$ cat src/logic/udtc_consts.svh
// Constants for the up/down threshold counter: offsets, fields, resets and timing.
// Operation
// - A high clear input forces the tally and the switching output to zero.
// - Only rising edges of the counting input are counted; falling edges are ignored.
// - Direction input low counts up, direction input high counts down.
// - Each counted rising edge moves the tally by exactly one, except down at 0 or up at 999999, where it holds.
// - Thresholds accept 0 to 999999; tally retention can be switched on or off.
// - While clear is high: output low, tally zero, incoming pulses discarded.
// - Without retention power loss clears tally and output; with it the tally survives.
// - Set above clear: output rises at tally >= set, falls below clear.
// - Set below clear: output high only strictly between set and clear.
// - Either threshold may follow the live value of another block by number.
// - An out-of-range referenced value is clamped to the nearest valid threshold.
// - Thresholds are compared once per program scan, so fast pulses may overshoot.
`ifndef UDTC_CONSTS_SVH
`define UDTC_CONSTS_SVH

// Register addresses on the plain register port.
`define UDTC_ADDR_CTRL 4'h0
`define UDTC_ADDR_SET_THR 4'h1
`define UDTC_ADDR_CLR_THR 4'h2
`define UDTC_ADDR_TALLY 4'h3
`define UDTC_ADDR_STATUS 4'h4
`define UDTC_ADDR_EFF_SET 4'h5
`define UDTC_ADDR_EFF_CLR 4'h6

// Value range and reset values.
`define UDTC_TALLY_W 20
`define UDTC_TALLY_MAX 20'hF423F
`define UDTC_TALLY_RST 20'h00000
`define UDTC_SET_RST 20'h00000
`define UDTC_CLR_RST 20'h00000
`define UDTC_CTRL_RST 9'h000

// Block selection and retention marker.
`define UDTC_NUM_BLOCKS 8
`define UDTC_BLK_W 3
`define UDTC_RETAIN_MARK 16'hA5C3

// Program scan period.
`define UDTC_CLK_MHZ 20
`define UDTC_SCAN_TIME_US 1000
`define UDTC_SCAN_CYCLES (`UDTC_SCAN_TIME_US * `UDTC_CLK_MHZ)

`endif

$ cat src/logic/udtc_pkg.sv
// Types shared by the up/down threshold counter.
`default_nettype none
package udtc_pkg;

    // Source of one threshold: own register or another block's actual value.
    typedef struct packed {
        logic [2:0] blk;
        logic ext;
    } udtc_src_s;

    // Control register layout, bit 0 upward: retain, set source, clear source.
    typedef struct packed {
        udtc_src_s clr_src;
        udtc_src_s set_src;
        logic retain;
    } udtc_ctrl_s;

    // Start-up sequence after power-on reset.
    typedef enum logic [0:0] {
        UDTC_ST_RESTORE = 1'b0,
        UDTC_ST_RUN = 1'b1
    } udtc_state_e;

endpackage
`default_nettype wire

$ cat src/logic/udtc_counter.sv
// Up/down event counter with a two-threshold switching output.
//
// Implementation choices: the plain strobed port and the register addresses.
`timescale 1ns/1ps
`default_nettype none
`include "udtc_consts.svh"

module udtc_counter
#(
    parameter int NUM_BLOCKS = `UDTC_NUM_BLOCKS,
    parameter int SCAN_CYCLES = `UDTC_SCAN_CYCLES
)
(
    // Clock, reset and clock enable.
    input wire logic clk_sys,
    input wire logic resetn,
    input wire logic clk_en,
    // Function inputs arriving from pins.
    input wire logic count_in,
    input wire logic count_sense,
    input wire logic wipe_in,
    // Live signed actual values of other blocks, block 0 in the low word.
    input wire logic [NUM_BLOCKS*32-1:0] ref_values,
    // Register port.
    input wire logic [3:0] reg_addr,
    input wire logic [31:0] reg_wdata,
    input wire logic reg_wr,
    input wire logic reg_rd,
    output logic [31:0] reg_rdata,
    // Results.
    output logic switch_out,
    output logic [19:0] pulse_tally,
    output logic scan_tick
);

    // Any signed value is pulled into the valid threshold range.
    function automatic logic [19:0] clamp_thr(input logic [31:0] raw);
        logic signed [31:0] sv;
        sv = signed'(raw);
        if (sv < 32'sh00000000)
        begin
            clamp_thr = 20'h00000;
        end
        else if (sv > 32'sh000F423F)
        begin
            clamp_thr = `UDTC_TALLY_MAX;
        end
        else
        begin
            clamp_thr = raw[19:0];
        end
    endfunction

    // Picks the actual value of a numbered block; missing blocks read as zero.
    function automatic logic [31:0] pick_ref(input logic [2:0] blk,
                                             input logic [NUM_BLOCKS*32-1:0] vals);
        int idx;
        idx = int'(blk);
        if (idx < NUM_BLOCKS)
        begin
            pick_ref = vals[idx*32 +: 32];
        end
        else
        begin
            pick_ref = 32'h00000000;
        end
    endfunction

    // Pin synchronisers, three stages each.
    logic [2:0] cnt_sync_reg;
    logic [2:0] dir_sync_reg;
    logic [2:0] wipe_sync_reg;
    logic cnt_lvl_reg;
    logic dir_lvl_reg;
    logic wipe_lvl_reg;

    // Core state.
    logic [19:0] tally_reg;
    logic [19:0] tally_next;
    logic switch_reg;
    logic switch_next;
    logic [31:0] scan_cnt_reg;
    logic scan_tick_reg;
    logic [31:0] rdata_reg;
    logic [31:0] rd_next;
    logic restored_reg;
    udtc_pkg::udtc_state_e state_reg;
    udtc_pkg::udtc_ctrl_s ctrl_reg;
    logic [19:0] set_thr_reg;
    logic [19:0] clr_thr_reg;

    // Retained copy, kept in storage that no reset touches.
    // Power-up content reads as an empty copy, so the first start never restores garbage.
    logic [19:0] keep_tally_reg = 20'h00000;
    logic [15:0] keep_mark_reg = 16'h0000;

    // Filtered levels, edges and derived values.
    wire logic cnt_new = cnt_sync_reg[2];
    wire logic cnt_agree = (cnt_sync_reg[1] == cnt_sync_reg[2]);
    wire logic dir_agree = (dir_sync_reg[1] == dir_sync_reg[2]);
    wire logic wipe_agree = (wipe_sync_reg[1] == wipe_sync_reg[2]);
    wire logic cnt_rise = cnt_agree && cnt_new && !cnt_lvl_reg;
    wire logic scan_last = (scan_cnt_reg >= 32'(SCAN_CYCLES - 1));
    wire logic running = (state_reg == udtc_pkg::UDTC_ST_RUN);
    wire logic keep_valid = (keep_mark_reg == `UDTC_RETAIN_MARK);
    wire logic at_max = (tally_reg == `UDTC_TALLY_MAX);
    wire logic at_min = (tally_reg == 20'h00000);

    // Both thresholds as the comparator sees them.
    wire logic [31:0] set_ref = pick_ref(ctrl_reg.set_src.blk, ref_values);
    wire logic [31:0] clr_ref = pick_ref(ctrl_reg.clr_src.blk, ref_values);
    wire logic [19:0] eff_set = ctrl_reg.set_src.ext ? clamp_thr(set_ref) : set_thr_reg;
    wire logic [19:0] eff_clr = ctrl_reg.clr_src.ext ? clamp_thr(clr_ref) : clr_thr_reg;
    wire logic hyst_mode = (eff_set >= eff_clr);

    // Comparator terms.
    wire logic reach_set = (tally_reg >= eff_set);
    wire logic below_clr = (tally_reg < eff_clr);
    wire logic in_window = (tally_reg > eff_set) && (tally_reg < eff_clr);

    // Register port decode.
    wire logic wr_ctrl = reg_wr && (reg_addr == `UDTC_ADDR_CTRL);
    wire logic wr_set = reg_wr && (reg_addr == `UDTC_ADDR_SET_THR);
    wire logic wr_clr = reg_wr && (reg_addr == `UDTC_ADDR_CLR_THR);

    // Outputs straight from flip-flops.
    assign pulse_tally = tally_reg;
    assign switch_out = switch_reg;
    assign scan_tick = scan_tick_reg;
    assign reg_rdata = rdata_reg;

    // Pins are asynchronous; only the last two stages feed the filtered levels.
    always_ff @(posedge clk_sys or negedge resetn)
    begin
        if (!resetn)
        begin
            cnt_sync_reg <= 3'h0;
            dir_sync_reg <= 3'h0;
            wipe_sync_reg <= 3'h0;
        end
        else if (clk_en)
        begin
            cnt_sync_reg <= {cnt_sync_reg[1:0], count_in};
            dir_sync_reg <= {dir_sync_reg[1:0], count_sense};
            wipe_sync_reg <= {wipe_sync_reg[1:0], wipe_in};
        end
    end

    // A level change is accepted only once two stages agree, which rejects a lone glitch.
    always_ff @(posedge clk_sys or negedge resetn)
    begin
        if (!resetn)
        begin
            cnt_lvl_reg <= 1'b0;
            dir_lvl_reg <= 1'b0;
            wipe_lvl_reg <= 1'b0;
        end
        else if (clk_en)
        begin
            if (cnt_agree)
            begin
                cnt_lvl_reg <= cnt_sync_reg[2];
            end
            if (dir_agree)
            begin
                dir_lvl_reg <= dir_sync_reg[2];
            end
            if (wipe_agree)
            begin
                wipe_lvl_reg <= wipe_sync_reg[2];
            end
        end
    end

    // Next tally: clear dominates, then a counted edge in the chosen direction.
    always_comb
    begin
        tally_next = tally_reg;
        if (wipe_lvl_reg)
        begin
            tally_next = `UDTC_TALLY_RST;
        end
        else if (!running)
        begin
            tally_next = keep_valid ? keep_tally_reg : `UDTC_TALLY_RST;
        end
        else if (cnt_rise && !dir_lvl_reg)
        begin
            tally_next = at_max ? tally_reg : tally_reg + 20'h00001;
        end
        else if (cnt_rise && dir_lvl_reg)
        begin
            tally_next = at_min ? tally_reg : tally_reg - 20'h00001;
        end
    end

    // Apart from clear, the output moves only on a scan tick, so a fast burst can step past a limit.
    always_comb
    begin
        switch_next = switch_reg;
        if (wipe_lvl_reg)
        begin
            switch_next = 1'b0;
        end
        else if (scan_tick_reg && hyst_mode)
        begin
            if (reach_set)
            begin
                switch_next = 1'b1;
            end
            else if (below_clr)
            begin
                switch_next = 1'b0;
            end
        end
        else if (scan_tick_reg)
        begin
            switch_next = in_window;
        end
    end

    // Tally, output and start-up sequence.
    always_ff @(posedge clk_sys or negedge resetn)
    begin
        if (!resetn)
        begin
            tally_reg <= `UDTC_TALLY_RST;
            switch_reg <= 1'b0;
            state_reg <= udtc_pkg::UDTC_ST_RESTORE;
            restored_reg <= 1'b0;
        end
        else if (clk_en)
        begin
            tally_reg <= tally_next;
            switch_reg <= switch_next;
            state_reg <= udtc_pkg::UDTC_ST_RUN;
            if (!running)
            begin
                restored_reg <= keep_valid;
            end
        end
    end

    // Program scan timer; one tick per scan period.
    always_ff @(posedge clk_sys or negedge resetn)
    begin
        if (!resetn)
        begin
            scan_cnt_reg <= 32'h00000000;
            scan_tick_reg <= 1'b0;
        end
        else if (clk_en)
        begin
            scan_cnt_reg <= scan_last ? 32'h00000000 : scan_cnt_reg + 32'h00000001;
            scan_tick_reg <= scan_last;
        end
    end

    // Retained storage has no reset on purpose: it must outlive a power-on reset.
    // It is frozen during the restore cycle so the cleared tally cannot overwrite it.
    always_ff @(posedge clk_sys)
    begin
        if (clk_en && running)
        begin
            keep_tally_reg <= tally_next;
            keep_mark_reg <= ctrl_reg.retain ? `UDTC_RETAIN_MARK : 16'h0000;
        end
    end

    // Software registers; written thresholds are clamped into range.
    always_ff @(posedge clk_sys or negedge resetn)
    begin
        if (!resetn)
        begin
            ctrl_reg <= `UDTC_CTRL_RST;
            set_thr_reg <= `UDTC_SET_RST;
            clr_thr_reg <= `UDTC_CLR_RST;
        end
        else if (clk_en)
        begin
            if (!running)
            begin
                ctrl_reg.retain <= keep_valid;
            end
            else if (wr_ctrl)
            begin
                ctrl_reg <= reg_wdata[8:0];
            end
            if (wr_set)
            begin
                set_thr_reg <= clamp_thr(reg_wdata);
            end
            if (wr_clr)
            begin
                clr_thr_reg <= clamp_thr(reg_wdata);
            end
        end
    end

    // Read selection; unmapped addresses read as zero.
    always_comb
    begin
        rd_next = 32'h00000000;
        if (reg_addr == `UDTC_ADDR_CTRL)
        begin
            rd_next = {23'h000000, ctrl_reg};
        end
        else if (reg_addr == `UDTC_ADDR_SET_THR)
        begin
            rd_next = {12'h000, set_thr_reg};
        end
        else if (reg_addr == `UDTC_ADDR_CLR_THR)
        begin
            rd_next = {12'h000, clr_thr_reg};
        end
        else if (reg_addr == `UDTC_ADDR_TALLY)
        begin
            rd_next = {12'h000, tally_reg};
        end
        else if (reg_addr == `UDTC_ADDR_STATUS)
        begin
            rd_next = {28'h0000000, hyst_mode, restored_reg, wipe_lvl_reg, switch_reg};
        end
        else if (reg_addr == `UDTC_ADDR_EFF_SET)
        begin
            rd_next = {12'h000, eff_set};
        end
        else if (reg_addr == `UDTC_ADDR_EFF_CLR)
        begin
            rd_next = {12'h000, eff_clr};
        end
    end

    // Read data stand for exactly one cycle after the strobe, zero otherwise.
    always_ff @(posedge clk_sys or negedge resetn)
    begin
        if (!resetn)
        begin
            rdata_reg <= 32'h00000000;
        end
        else if (clk_en)
        begin
            rdata_reg <= reg_rd ? rd_next : 32'h00000000;
        end
    end

endmodule // udtc_counter
`default_nettype wire

$ cat config.mk
export PLATFORM = sky130hd
export DESIGN_NAME = udtc_counter
export DESIGN_NICKNAME = d
export VERILOG_FILES = /design/src/logic/udtc_pkg.sv /design/src/logic/udtc_counter.sv
export VERILOG_INCLUDE_DIRS = /design/src /design/src/logic
export SDC_FILE = /design/constraint.sdc
export NUM_CORES = 1
export LEC_CHECK = 0
export BUFFER_PORTS_ARGS = -buffer_cell sky130_fd_sc_hd__buf_2
export CORE_UTILIZATION = 55
export CTS_CLUSTER_DIAMETER = 40
export DETAILED_ROUTE_END_ITERATION = 8
export PLACE_DENSITY_LB_ADDON = 0.12
export SETUP_SLACK_MARGIN = 0.2
export SLEW_MARGIN = 40
export SYNTH_ARGS = -nofsm -noshare
export SYNTH_HDL_FRONTEND = slang
export SYNTH_SLANG_ARGS = --single-unit
$ cat constraint.sdc
create_clock -name clk_sys -period 6.4 [get_ports clk_sys]
set_clock_uncertainty 0.2 [all_clocks]
set_input_delay 1.92 -clock clk_sys [delete_from_list [all_inputs] [get_ports clk_sys]]
set_output_delay 1.92 -clock clk_sys [all_outputs]
set_load 0.02 [all_outputs]
-- Yosys cells after proc, flatten, opt, wreduce, memory -nomap -nowiden
Cells that the tools add are included.
- $add $sub $neg: 3
- order comparisons: 11
- equal/unequal tests: 13
- shift operators: 2
- muxes and demuxes: 32
- bitwise operators: 1
- reduce and logical (&&, ||, !) cells: 24
- operators by type and width (kind ; number):
    indexed part select 256 x 9 -> 32 bit ; 2
    two-way mux 20 bit ; 22
    > comparator 32 x 21 -> 1 bit, second input constant ; 3
    < comparator 32 x 1 -> 1 bit, second input constant ; 3
    two-way mux 32 bit ; 2
    greater-or-equal comparator 20 bit ; 2
    adder 32 x 1 -> 32 bit, second input constant ; 1
    greater-or-equal comparator 32 x 15 -> 1 bit, second input constant ; 1
    adder 20 x 1 -> 20 bit, second input constant ; 1
    == test 20 bit, second input constant ; 1
    > comparator 20 bit ; 1
    zero test 20 bit ; 1
    < comparator 20 bit ; 1
    subtractor 20 x 1 -> 20 bit, second input constant ; 1
    == test 16 bit, second input constant ; 1
    two-way mux 16 bit ; 1
    AND reduction 2 bit ; 7
    == test 4 x 3 -> 1 bit, second input constant ; 3
    logical AND 1 bit ; 10
    == test 4 x 2 -> 1 bit, second input constant ; 2
    two-way mux 1 bit ; 7
    AND reduction 3 bit ; 2
    == test 4 x 1 -> 1 bit, second input constant ; 1
    zero test 4 bit ; 1
    other kinds (6) ; 9
- register bits: 185
- input bits: 300
- output and inout bits: 54
- word-level logic and storage cells: 108

-- Logic depth before layout (Yosys ltp)
- depth in word-level cells: 13
- mapped depth: 22
- depth with buffers taken out: 17

-- Worst setup path before layout
OpenSTA, ideal clock, no wires.
- path kind: input to register
- from: in ref_values[231]
- to: reg switch_reg, in the netlist switch_out
- setup time: 0.122 ns
- data arrival time: 5.911 ns
- data required time: 6.078 ns
- slack: 0.167 ns
- cell stages on the path: 18
- path buffers: 1
- cells stage by stage: mux4_2 nor4b_1 nor3_1 or4_4 a22oi_4 buf_6 nand2_1 and3_1 a21oi_1 ha_1 a21o_1 a2111oi_0 o21ai_0 a221o_1 a31oi_1 o21ai_0 a31o_2 a32o_1
- cells in the longest elaborated chain, start to end: 10
- elaborated cells between the ends (all ways): 25
- those cells by class: 8 x order compare; 1 x eq/ne; 2 x shift; 10 x mux; 4 x reduce/logical
- RTL lines (what ; line ; text):
    start: declaration ; udtc_counter.sv:23 ; input wire logic [NUM_BLOCKS*32-1:0] ref_values,
    indexed part select 256 x 9 -> 32 bit ; udtc_counter.sv:61 ; pick_ref = vals[idx*32 +: 32];
    > comparator 32 x 21 -> 1 bit ; udtc_counter.sv:44 ; else if (sv > 32'sh000F423F)
    two-way mux 20 bit ; udtc_counter.sv:44 ;
    two-way mux 20 bit ; udtc_counter.sv:40 ; if (sv < 32'sh00000000)
    two-way mux 20 bit, on equally long branches ; udtc_counter.sv:112, udtc_counter.sv:113 ;
    > comparator 20 bit or < comparator 20 bit (tied branches) ; udtc_counter.sv:119, udtc_counter.sv:118 ;
    logical AND 1 bit ; udtc_counter.sv:119 ; wire logic in_window = (tally_reg > eff_set) && (tally_reg < eff_clr);
    two-way mux 1 bit ; udtc_counter.sv:216 ; else if (scan_tick_reg)
    two-way mux 1 bit ; udtc_counter.sv:205 ; else if (scan_tick_reg && hyst_mode)
    two-way mux 1 bit ; udtc_counter.sv:201 ; if (wipe_lvl_reg)
    end signal: assignment ; udtc_counter.sv:235 ; switch_reg <= switch_next;
    end: declaration ; udtc_counter.sv:80 ; logic switch_reg;
Several ways; a longest one is shown, not always the timed one. The select of a mux whose other input is x is not followed.
A chain may end at the register's enable or synchronous reset.

-- Worst setup path after layout
- from: in ref_values[111]
- to: reg switch_reg, in the netlist switch_out
Same word-level chain as after synthesis.

==> summary.md <==
The cell with the biggest individual delay on the critical path is sky130_fd_sc_hd__mux4_2. The kind of start point of the critical path is an input pin. The critical path contains buffers and inverters numbering 2 combined. The floorplan step set the die width to 163 µm. The effective utilization at floorplan was 56.1%; the vertical die dimension was 163 µm.

The run finished with clean final reports. The synthesized netlist occupies a cell area of 14,200 µm². The run gives 0 as the number of synthesis warnings. The transition time of the tightest slew-check pin works out to 0.885 ns. Among all flip-flop cells after synthesis, the most frequent one is sky130_fd_sc_hd__dfrtp_1.

Data on the critical path is required at its endpoint by 6.53 ns. Broken down by cell family, the worst path's largest delay share belongs to simple AND/OR/NAND/NOR gates. For the floorplan row count, the log shows 58.

The number of placed I/O pins came out at 354. The library cells used most frequently in the layout, excluding fill and tap cells, are sky130_fd_sc_hd__buf_2, sky130_fd_sc_hd__nand2_1, sky130_fd_sc_hd__dfrtp_1. The worst relative slew slack came out at 40.8%. The clock tree buffer depth was 2.

Across every metal layer, demand over resource in global routing totals 41.8%. The maximum level of the CTS H-tree was 4; the distinct cell type count of the synthesized netlist was 81. At the placement stage, the worst setup path has a slack of -0.355 ns.

The global placer's final weighted congestion is 1.02, and the count of hold buffers inserted by post-cts repair is 0. The post-synthesis async set-or-reset flop share was 86.7%; the count of final max-slew check failures was 0. In this run the worst hold path is classified as reg2reg. The most frequent standard cell in the layout excluding fill and tap cells is sky130_fd_sc_hd__buf_2. The maximum number of pins on one net before global-route repair came out at 63.

The number of nets with antenna violations after detailed routing is 0. The number of flops mapped to enable cells by yosys is 21. In this run the power density over the cells is 290 nW/µm².

The cell sitting at the root of the clock tree is a sky130_fd_sc_hd__clkbuf_16. The number of clock buffers inserted by TritonCTS came out at 17. The tools report the capturing element type of the critical path as a flip-flop.

The first routing iteration left 1,850 violations. The first global-routing pass estimated 83.7 mm of wire. Maximum clock frequency: 0.165 GHz. Setup repair after global routing left no endpoint under its margin. The setup slack of the critical path after layout is 0.326 ns.

The core region is 25,300 µm². The area growth from synthesis to layout is 21.5%. The fraction of the yosys area taken by sequential cells was 28.6%; the number of non-filler instances in the completed layout was 2,263. Setup violations remaining at the end of the flow were counted as 0. In this run the post-CTS setup repair buffer count came out at 0. The clock-pin slew on the worst setup and hold paths was 0.08 ns. Largest fanout on the critical path: 6.

The number of detailed-routing iterations run before antenna repair is 7, and the fill cell instance count of the final layout is 2,122. Cells with a size suffix above 1 make up 33.0% of the layout. The signal on the critical path passes through buf_2 > mux4_2 > or3_1 > a211o_1 > a211o_1 > and2_1 > nor2_4 > buf_4 > nand2_1 > o21a_1 > ha_1 > and4_1 > nand2_1 > or3_1 > o21bai_1 > o211a_1 > a31o_2 > a32o_1. The number of max-cap violations came out at 0. The routed layout has 15,200 vias. The number of cells after detailed placement came out at 2,225.

In the routed layout, each cell is associated on average with a via count of 6.70. The run gives 0 as the post-route DRC violation count. Critical path class: in2reg. The worst path in the final design needs a cycle of 6.07 ns, including I/O delays and setup.

Number of standard cells after synthesis: 1,569. The peak ir drop on the vdd network came out at 0.279 mV. For the final layout net count, the log shows 2,278. During placement, the flow inserted port buffers numbering 341. For the worst setup path, the data arrival time is 6.20 ns.

Synthesis inferred 158 register bits. The final layout contains routed wiring with a total length of 55.1 mm. The die covers 26,400 µm². After detailed routing, the average wire length per cell comes to 24.4 µm. The total overflow left after global routing is 0. The insertion delay of the later-clocked pin in the worst-skew pair is 0.44 ns, and the final number of hold-violating endpoints is 0. Of the available clock period, the critical path in the final layout requires 94.9%.

Dividing the synthesized area by the synthesized cell count gives 9.04 µm². The HPWL after detailed placement is 42.7 mm. The maximum single-stage delay on the critical path is 0.50 ns, and the via count of the first global-routing pass is 14,400.

The clock net in this run drives a total of 158 sinks. TritonCTS built the clock tree. Number of antenna violations at the first check in global routing: 6.

Flip-flop count of the largest register after layout: 32. In this run the static leakage power is 7.59 nW.
-- through the flow --
step / TNS [ns] / hold slack, ns / util (%) / total power, W / cell area [µm²]
2_1_floorplan: 0 / 0.250 / - / 0.00289 / 14200
3_3_place_gp: -0.526 / 0.269 / 65.2 / 0.00370 / 16500
3_5_place_dp: -0.625 / 0.276 / 65.3 / 0.00375 / 16500
4_1_cts: 0 / 0.292 / 67.9 / 0.00488 / 17100
5_1_grt: 0 / 0.318 / 68.2 / 0.00524 / 17200
6_report: 0 / 0.291 / 68.2 / 0.00500 / 17200
-- power breakdown --
part / switching, W / internal (W)
combinational: 0.00132 / 0.00107
clock: 0.000508 / 0.000622
sequential: 0.000325 / 0.00116
total: 0.00215 / 0.00285
-- area by class of cell --
class	instances	area [µm²]	area share, %
multi-input cells	1258	9510	55.2
flip-flops and latches	158	4070	23.6
repair buffers	428	2390	13.9
clock buffers	18	450	2.61
well taps	330	413	2.40
inverters	51	191	1.11
clock inverters	14	188	1.09
diodes	6	15.0	0.0871
-- metal layers --
layer	track usage (%)	routed length [µm]	vias to the layer above
li1	-	-	6677
met1	54.9	21600	7317
met2	66.8	25500	968
met3	7.79	5120	207
met4	19.6	2870	0
met5	0	0	-
-- synth_stat cells (all sizes together) (5+ instances only) --
| master | count | share of area, % |
|---|---|---|
| and2 | 11 | 0.49 |
| nand4 | 28 | 1.2 |
| a32oi | 11 | 0.68 |
| or2 | 5 | 0.22 |
| mux4 | 87 | 14 |
| o2bb2ai | 8 | 0.49 |
| a31o | 8 | 0.49 |
| inv | 48 | 1.3 |
| xor2 | 6 | 0.37 |
| or4 | 6 | 0.34 |
| nand3 | 35 | 1.2 |
| nand3b | 6 | 0.32 |
| o21a | 6 | 0.32 |
| clkbuf | 65 | 1.7 |
| o22ai | 6 | 0.26 |
| o211ai | 6 | 0.32 |
| a22oi | 10 | 0.63 |
| nand2 | 174 | 4.6 |
| mux2 | 40 | 3.2 |
| mux2i | 38 | 2.7 |
| o31ai | 10 | 0.53 |
| a31oi | 25 | 1.1 |
| a211oi | 11 | 0.58 |
| a21oi | 112 | 4.0 |
| or3 | 15 | 0.66 |
| o21bai | 17 | 0.90 |
| nor2b | 27 | 1.2 |
| and3 | 28 | 1.2 |
| xnor2 | 24 | 1.5 |
| buf | 48 | 2.1 |
| a311oi | 5 | 0.31 |
| a21o | 16 | 0.85 |
| nand2b | 8 | 0.35 |
| dfrtp | 137 | 24 |
| o221ai | 7 | 0.43 |
| nor2 | 110 | 3.0 |
| o21ai | 134 | 4.7 |
| nor3 | 42 | 1.6 |
| edfxtp | 21 | 4.4 |
| ha | 64 | 5.6 |
| nor4 | 34 | 1.5 |
-- worst register-to-register path, cell delays in order (launching register included) --
cell                       delay, ns
sky130_fd_sc_hd__dfrtp_4        0.85
sky130_fd_sc_hd__buf_4          0.49
sky130_fd_sc_hd__mux4_2         0.57
sky130_fd_sc_hd__mux2i_1        0.35
sky130_fd_sc_hd__a21oi_1        0.15
sky130_fd_sc_hd__and2_1         0.21
sky130_fd_sc_hd__nor2_4         0.21
sky130_fd_sc_hd__buf_4          0.20
sky130_fd_sc_hd__nand2_1        0.14
sky130_fd_sc_hd__o21a_1         0.24
sky130_fd_sc_hd__ha_1           0.27
sky130_fd_sc_hd__and4_1         0.21
sky130_fd_sc_hd__nand2_1        0.10
sky130_fd_sc_hd__or3_1          0.40
sky130_fd_sc_hd__o21bai_1       0.18
sky130_fd_sc_hd__o211a_1        0.14
sky130_fd_sc_hd__a31o_2         0.24
sky130_fd_sc_hd__a32o_1         0.23
-- worst paths after layout --
kind                                 start               to  slack, ns  cells after the start
hold / removal              clr_thr_reg[2]   clr_thr_reg[2]       0.29                      2
max in group asynchronous           resetn      ctrl_reg[2]       3.79                      3
min in group asynchronous           resetn  pulse_tally[13]       1.16                      1
setup / recovery           ref_values[111]       switch_out       0.33                     18
hold reg to reg             clr_thr_reg[2]   clr_thr_reg[2]       0.29                      2
setup reg to reg               ctrl_reg[2]       switch_out       0.90                     17
-- cell families (layout without fill, tap and decap cells) --
family / count (synthesis) / after routing / synth area share, %
other cells: 1 / 18 / 0.0265
fa+ha+maj: 64 / 64 / 5.65
flops: 158 / 158 / 28.6
simple gates: 542 / 542 / 18.7
buf+inv: 164 / 511 / 5.16
compound gates: 445 / 445 / 20.3
xor+xnor: 30 / 30 / 1.85
mux: 165 / 165 / 19.7
-- timing repair --
item,CTS,global route
setup endpoints to repair,2,2
gates resized for setup,3,15
pin swaps,0,5
(Power assumes the default switching activity.)
